## config.mk

```make
export PLATFORM = sky130hd
export DESIGN_NAME = pagtm_port_a
export DESIGN_NICKNAME = d
export VERILOG_FILES = /design/src/shared/pagtm_pkg.sv /design/src/core/pagtm_port_a.sv
export SDC_FILE = /design/constraint.sdc
export NUM_CORES = 1
export LEC_CHECK = 0
export BUFFER_PORTS_ARGS = -buffer_cell sky130_fd_sc_hd__clkbuf_2
export CAP_MARGIN = 20
export CORE_ASPECT_RATIO = 1.25
export CORE_MARGIN = 4
export CORE_UTILIZATION = 40
export DETAILED_ROUTE_END_ITERATION = 10
export PLACE_DENSITY = 0.74
export RECOVER_POWER = 50
export SYNTH_ARGS = -nofsm -noshare
export SYNTH_HDL_FRONTEND = slang
export SYNTH_SLANG_ARGS = --single-unit
```

## constraint.sdc

```tcl
create_clock -name MCLK -period 2.4 [get_ports MCLK]
set_clock_uncertainty 0.1 [all_clocks]
set_input_delay 0.24 -clock MCLK [delete_from_list [all_inputs] [get_ports MCLK]]
set_output_delay 0.24 -clock MCLK [all_outputs]
set_load 0.05 [all_outputs]
```

## src/shared/pagtm_pkg.sv

```systemverilog
// package: register map, field layout and timer-setting carriers of the port block
package pagtm_pkg;

   localparam int unsigned ADDR_W = 16;
   localparam int unsigned DATA_W = 8;

   // register byte addresses (lower 16 bits)
   localparam logic [15:0] PORT_A_DIRECTION_ADDR    = 16'hffd1;
   localparam logic [15:0] PORT_A_OUTPUT_LATCH_ADDR = 16'hffd3;

   // reset values
   localparam logic [7:0] PORT_A_DIRECTION_RST    = 8'h00;
   localparam logic [7:0] PORT_A_OUTPUT_LATCH_RST = 8'h00;

   // a read of the write-only direction register
   localparam logic [7:0] DIRECTION_READ_VALUE = 8'hff;
   // answer to a read of an unmapped address
   localparam logic [7:0] UNMAPPED_READ_VALUE  = 8'h00;

   // pin positions of the timer-shared pins
   localparam int unsigned PIN_CH2_B = 7;
   localparam int unsigned PIN_CH2_A = 6;
   localparam int unsigned PIN_CH1_B = 5;
   localparam int unsigned PIN_CH1_A = 4;

   // i/o-select field: top bit picks capture, top bit 0 with low bits nonzero picks compare
   localparam int unsigned SEL_TOP_BIT = 2;
   localparam logic [2:0]  SEL_NONE    = 3'h0;

   // settings of one timer channel, as seen by the port
   typedef struct packed {
      logic       pwm_mode;
      logic [2:0] a_select;
      logic [2:0] b_select;
   } pagtm_chan_cfg_t;

   // compare outputs of one timer channel, and capture inputs to it
   typedef struct packed {
      logic a;
      logic b;
   } pagtm_chan_pins_t;

endpackage : pagtm_pkg
```

## src/core/pagtm_port_a.sv

```systemverilog
// port a: direction and data registers, read-back and timer/pattern pin muxing
// Contract
// - direction bit 1 makes its pin an output, 0 an input unless the timer owns the pin, per pin.
// - direction register is write-only; reading its address returns all ones.
// - reset and hardware standby clear the direction register to zero.
// - software standby keeps direction, so output pins keep driving.
// - data read returns the latch bit where the direction bit is 1.
// - data read returns the pin level where the pin is an input.
// - data latch cleared by reset and hardware standby, kept in software standby.
// - pin 7 drives channel 2 B compare when its B select is 1..3.
// - unowned pin: dir 0 input, dir 1 drives latch or pattern bit.
// - pins 7 and 5 feed B capture when select top bit 1 and pwm 0.
// - pin 6 drives channel 2 A compare under pwm or A select 1..3.
// - pins 6 and 4 feed A capture whenever A select top bit is 1.
// - pins 5 and 4 follow channel 1 B and A selection likewise.
// - pin 4 drives channel 1 A compare under pwm or A select 1..3.
`timescale 1ns/1ps
`default_nettype none

module pagtm_port_a
(
   // clock and reset
   input  wire  logic                       MCLK,
   input  wire  logic                       RST,
   input  wire  logic                       HW_STANDBY,
   // register port
   input  wire  logic [15:0]                ADDR,
   input  wire  logic [7:0]                 WDATA,
   input  wire  logic                       WR,
   input  wire  logic                       RD,
   output var   logic [7:0]                 RDATA,
   // timer channel settings and compare outputs
   input  wire  pagtm_pkg::pagtm_chan_cfg_t  CH2_CFG,
   input  wire  pagtm_pkg::pagtm_chan_cfg_t  CH1_CFG,
   input  wire  pagtm_pkg::pagtm_chan_pins_t CH2_CMP,
   input  wire  pagtm_pkg::pagtm_chan_pins_t CH1_CMP,
   // capture levels back to the timer
   output var   pagtm_pkg::pagtm_chan_pins_t CH2_CAP,
   output var   pagtm_pkg::pagtm_chan_pins_t CH1_CAP,
   // pattern generator
   input  wire  logic [7:0]                 PATTERN_ENABLE,
   input  wire  logic [7:0]                 PATTERN_DATA,
   // pins
   input  wire  logic [7:0]                 PIN_IN,
   output var   logic [7:0]                 PIN_OUT,
   output var   logic [7:0]                 PIN_OE_N
);
   import pagtm_pkg::*;

   logic [7:0] direction;
   logic [7:0] out_latch;

   // compare ownership of the select field: 1..3
   function automatic logic sel_compare(input logic [2:0] sel);
      sel_compare = !sel[SEL_TOP_BIT] && (sel != SEL_NONE);
   endfunction : sel_compare

   // address decode
   wire hit_dir   = (ADDR == PORT_A_DIRECTION_ADDR);
   wire hit_latch = (ADDR == PORT_A_OUTPUT_LATCH_ADDR);
   wire wr_dir    = WR && hit_dir;
   wire wr_latch  = WR && hit_latch;
   wire clear     = RST || HW_STANDBY;

   // register next values; nothing else touches them, so they hold in software standby
   wire [7:0] next_direction = clear ? PORT_A_DIRECTION_RST :
                               wr_dir ? WDATA : direction;
   wire [7:0] next_out_latch = clear ? PORT_A_OUTPUT_LATCH_RST :
                               wr_latch ? WDATA : out_latch;

   // read-back: direction-1 pins give the latch, direction-0 pins the pin level
   wire [7:0] port_view  = (direction & out_latch)
                         | (~direction & PIN_IN);
   wire [7:0] next_rdata = !RD ? 8'h00 :
                           hit_dir ? DIRECTION_READ_VALUE :
                           hit_latch ? port_view : UNMAPPED_READ_VALUE;

   // timer ownership of the shared pins, settings taken live from the timer
   wire own_ch2_b = sel_compare(CH2_CFG.b_select);
   wire own_ch2_a = CH2_CFG.pwm_mode || sel_compare(CH2_CFG.a_select);
   wire own_ch1_b = sel_compare(CH1_CFG.b_select);
   wire own_ch1_a = CH1_CFG.pwm_mode || sel_compare(CH1_CFG.a_select);
   wire [7:0] timer_own = {own_ch2_b, own_ch2_a, own_ch1_b, own_ch1_a, 4'h0};
   wire [7:0] timer_val = {CH2_CMP.b, CH2_CMP.a, CH1_CMP.b, CH1_CMP.a, 4'h0};

   // port side: latch or pattern bit on output pins
   wire [7:0] port_val = (PATTERN_ENABLE & PATTERN_DATA)
                       | (~PATTERN_ENABLE & out_latch);

   wire [7:0] next_pin_out  = (timer_own & timer_val) | (~timer_own & port_val);
   wire [7:0] next_pin_oe_n = ~(timer_own | direction);

   // capture routing: B needs top select bit and no pwm, A only the top bit
   wire next_cap2_b = CH2_CFG.b_select[SEL_TOP_BIT] && !CH2_CFG.pwm_mode
                      && PIN_IN[PIN_CH2_B];
   wire next_cap1_b = CH1_CFG.b_select[SEL_TOP_BIT] && !CH1_CFG.pwm_mode
                      && PIN_IN[PIN_CH1_B];
   wire next_cap2_a = CH2_CFG.a_select[SEL_TOP_BIT] && PIN_IN[PIN_CH2_A];
   wire next_cap1_a = CH1_CFG.a_select[SEL_TOP_BIT] && PIN_IN[PIN_CH1_A];

   always_ff @(posedge MCLK)
   begin
      direction <= next_direction;
      out_latch <= next_out_latch;
   end

   // all outputs registered; pins released and read data zero during reset
   always_ff @(posedge MCLK)
   begin
      if (RST)
      begin
         RDATA    <= 8'h00;
         PIN_OUT  <= 8'h00;
         PIN_OE_N <= 8'hff;
         CH2_CAP  <= '0;
         CH1_CAP  <= '0;
      end
      else
      begin
         RDATA    <= next_rdata;
         PIN_OUT  <= next_pin_out;
         PIN_OE_N <= next_pin_oe_n;
         CH2_CAP  <= '{a: next_cap2_a, b: next_cap2_b};
         CH1_CAP  <= '{a: next_cap1_a, b: next_cap1_b};
      end
   end
endmodule : pagtm_port_a

`default_nettype wire

```

# Word level (Yosys, flattened, before mapping)

Index checks and enable logic that the tools add are counted.

Multiplexer cells: 2
Equal/unequal tests: 2
Reductions and logical operators: 26
Bitwise gates (word level): 15

Operators with widths:

| kind                                        | number |
|---|---|
| AND 8 bit                                   | 6 |
| equality test 16 bit, second input constant | 2 |
| NOT 8 bit                                   | 4 |
| OR 8 bit                                    | 4 |
| 2-to-1 mux 8 bit                            | 2 |
| logical AND 1 bit                           | 12 |
| nonzero test 3 bit                          | 4 |
| zero test 1 bit                             | 6 |
| logical OR 1 bit                            | 3 |
| OR reduction 2 bit                          | 1 |
| NOT 1 bit                                   | 1 |

Output and inout port bits: 28
Input port bits: 71
Word-level logic and storage cells: 54
Register bits: 44

# Depth between registers and ports, before layout

Depth after elaboration: 6
Gate-level depth with buffers: 6
Depth with buffers taken out: 4

# Worst setup path before layout

OpenSTA, ideal clock, no wires.

Path kind: in2reg
Start: input port ADDR[3]
End: register direction[0]
Library setup time: 0.119 ns
Required time: 2.181 ns
Stages on the path: 6
Buffers on the path: 2
Path slack: 0.798 ns
Arrival time: 1.383 ns
Cells stage by stage: nand4b_2 or4_4 buf_6 buf_8 o21ai_1 a21oi_1

Cells in the longest elaborated chain, start to end: 2

Ends and longest elaborated chain:

| what                 | line                | source |
|---|---|---|
| start, declared      | pagtm_port_a.sv:27  | `input wire logic [15:0] ADDR,` |
| equality test 16 bit | pagtm_port_a.sv:59  | `wire hit_dir = (ADDR == PORT_A_DIRECTION_ADDR);` |
| logical AND 1 bit    | pagtm_port_a.sv:61  | `wire wr_dir = WR && hit_dir;` |
| end signal, assigned | pagtm_port_a.sv:103 | `direction <= next_direction;` |
| end, declared        | pagtm_port_a.sv:50  | `logic [7:0] direction;` |

Every way passes these cells.
A chain may end at the register's enable or synchronous reset.

# Worst setup path after layout

Start: input port RST
End: register direction[0]

Cells in the longest elaborated chain, start to end: 1

Ends and longest elaborated chain:

| what             | line               | source |
|---|---|---|
| start, declared  | pagtm_port_a.sv:24 | `input wire logic RST,` |
| logical OR 1 bit | pagtm_port_a.sv:63 | `wire clear = RST \|\| HW_STANDBY;` |

Every way passes these cells.

==> metrics.cfg <==
[clocking]
post_cts.repair.setup_buffers=0
cts_hold_buffers=0
clk_transition_reported_paths_ns=0.08
clock-root-buffer=sky130_fd_sc_hd__clkbuf_8
clock_insertion_delay_worst_skew_ns=0.29
cts_tree=done
tritoncts.num_buffers=5
ctsHtreeMaxLevel=2
clock_tree.buffer_depth=2
clock_sink_count=44
cts_repair_resized_insts=0

[synth]
share_of_async_settable_or_async_resettable_flops_after_synthesis_pct=0
syn-mean-instance-area_sq_um=10.1
netlist_area_sq_um=1740
yosys.cell_types.count=33
synth_most_common_cell=sky130_fd_sc_hd__dfxtp_1
synth.top_cells.by_count=sky130_fd_sc_hd__dfxtp_1, sky130_fd_sc_hd__a21oi_1, sky130_fd_sc_hd__mux2i_1, sky130_fd_sc_hd__nand3_1, sky130_fd_sc_hd__nor2_1
post_synth_edffs=0
synth_area_leader_cell=sky130_fd_sc_hd__dfxtp_1
post_synth_main_area_contributors=sky130_fd_sc_hd__dfxtp_1, sky130_fd_sc_hd__mux2i_1, sky130_fd_sc_hd__a21oi_1, sky130_fd_sc_hd__nand3_1, sky130_fd_sc_hd__o21ai_1
synthesis.instances=173
yosys_register_bits=44
syn-num-nets=244
part_of_the_yosys_area_used_for_sequential_elements_pct=50.5
synth_largest_type_area_fraction_pct=50.5
yosysWarnings=0
ys.flop_type=sky130_fd_sc_hd__dfxtp_1

[grt]
grt_start_max_net_pins=23
grt-ovfl-total=0
first_global_vias=1559
aggregate_global_route_resource_usage_pct=16.1
grt_first_pass_wirelength_microns=6710
grt_util_met2_pct=30.5
grt_util_met3_pct=2.74
met1_routing_resource_usage_after_global_routing_pct=17.1
grt_antenna_before_repair=0
grt_busiest_layer=met2

[timing]
setup_tns_ns=0
final_hold_viol_count=0
max_slew.worst_pin.slew_ns=0.942
slew-limit-headroom_pct=37.2
layout_worst_path_cycle_share_pct=66.1
timing.fmax_mhz=631
final.min_clock_period_ns=1.59
finalSetupViolCount=0
rsz_0062_raised_after_global_routing=no
fin_ws_ns=0.815
count_of_pins_over_their_slew_limit=0

[power]
powerDensity_nw_per_um2=611
power_switching_mw=0.359
power.share.combinational_pct=12.9
seqPwrFrac_pct=53.1
power_report.internal_total_mw=1.05
p_total_mw=1.41
share_clk_of_total_power_pct=34.0
leakagePower_nw=1.00
switching_share_pct=25.5
vdd_ir_drop_max_v=0.000301

[placed_design]
buffer_ports.inserted=98
detailed_place.area_sq_um=2220
post-dp-hpwl_microns=3480
routabilityCongestion=0.795
place_worst_setup_slack_ns=0.561

[floorplanning]
chipHeight_microns=81.8
floorplan.core_area_sq_um=4160
row_count=26
dieArea_sq_um=5480
width_of_the_die_microns=67.0
ioPinCount=99
floorplan.initialDensity_pct=41.9

[setup_path]
cp_max_fo=22
worst-r2r-setup-slack_ns=1.38
critPathKind=in2reg
cp-end-kind=flop
worstPathRequired_ns=2.45
worstRegToRegCells=3
crit-reg2reg-launch=out_latch[4]$_SDFFE_PP0P_
cp-start-kind=input pin
crit_arrival_ns=1.63
rr_endpoint=PIN_OUT[4]$_SDFF_PP0_

[flow_run]
max_cap_viol_count=0

[routing]
avgViaCountPerCell=4.86
dr.first_iter.drc_count=63
post-route-drc-count=0
route.final.wire_length_microns=4430
detail_route.wl_per_cell_microns=13.6
ant_nets=0
vias=1584
first_pass_iteration_count_of_the_detailed_router=4

[finish]
finish.instance_area_sq_um=2300
drive_gt1_share_pct=36.3
areaGrowthSynthToFinish_pct=31.9
inserted_diodes=0
num-fill-cells=415
fin_nets=340

[hold_path]
hold_path.startpoint=CH1_CFG[6]
min_path_cells=2
whs_endpoint=CH1_CAP[0]$_SDFF_PP0_
hold_class=in2reg

[status]
outcome=completed

-- logic make-up after synthesis --
group           count (synthesis)  synth area share (%)
buf+inv                        12                  5.53
simple gates                   49                  17.7
compound gates                 50                  15.8
flops                          44                  50.5
mux                            18                  10.5
-- registers in the layout, summed over array words and instances (netlist names) --
signal and flops:
PIN_OE_N 8, PIN_OUT 8, CH2_CAP 2, out_latch 8, direction 8, CH1_CAP 2
RDATA 8
-- per-stage QoR --
step	std cells	util (%)	hold slack, ns
3_3_place_gp	318	53.4	0.307
4_1_cts	326	55.7	0.0113
5_1_grt	326	55.2	0.0192
2_1_floorplan	173	-	0.216
6_report	326	55.2	0.0145
3_5_place_dp	318	53.4	0.312
-- how the worst max path moves through the flow --
stage	slack [ns]	depth (start not counted)	end	startpoint
after floorplan	0.80	6	direction[0]$_SDFFE_PP0P_	ADDR[3]
after global placement	0.66	5	RDATA[6]$_SDFF_PP0_	ADDR[3]
after detailed placement	0.56	5	RDATA[2]$_SDFF_PP0_	ADDR[3]
after CTS	0.85	5	RDATA[2]$_SDFF_PP0_	ADDR[3]
after global routing	0.64	3	direction[0]$_SDFFE_PP0P_	RST
final	0.81	3	direction[0]$_SDFFE_PP0P_	RST
-- layout make-up --
class | instances | area (sq um) | area share, %
flip-flops and latches | 44 | 881 | 38.3
multi-input cells | 117 | 766 | 33.3
repair buffers | 99 | 477 | 20.7
clock buffers | 6 | 82.6 | 3.59
well taps | 56 | 70.1 | 3.05
clock inverters | 2 | 15.0 | 0.653
inverters | 2 | 7.51 | 0.327
-- power groups by stage --
stage	clock [mW]	sequential [mW]	combinational, mW
2_1_floorplan	0	0.812	0.0554
3_3_place_gp	0	0.763	0.183
3_5_place_dp	0	0.763	0.187
4_1_cts	0.485	0.746	0.187
5_1_grt	0.512	0.747	0.197
6_report	0.478	0.746	0.182
-- metal layers --
layer,up-vias,wire [microns]
met4,0,76
li1,806,-
met2,54,2460
met3,7,276
met5,-,0
met1,717,1610
-- worst max-delay path, stage by stage --
cell	delay, ns
sky130_fd_sc_hd__clkbuf_1	0.68
sky130_fd_sc_hd__or2_1	0.60
sky130_fd_sc_hd__a21oi_1	0.11
-- cell usage in the layout, fill, tap and decap left out, drive strengths merged, types with 2 or more instances in the layout --
master | netlist | final
nor2 | 12 | 12
o21ai | 16 | 16
nand2b | 5 | 5
a21o | 2 | 2
nand4b | 2 | 2
a211oi | 2 | 2
nand3b | 2 | 2
o21bai | 6 | 6
mux2i | 16 | 16
nand2 | 4 | 4
clkbuf | 5 | 104
clkinvlp | 0 | 2
inv | 2 | 2
a21oi | 24 | 24
mux2 | 2 | 2
nand3 | 16 | 16
dfxtp | 44 | 44
Note: power is estimated with default switching activity, not from simulation.
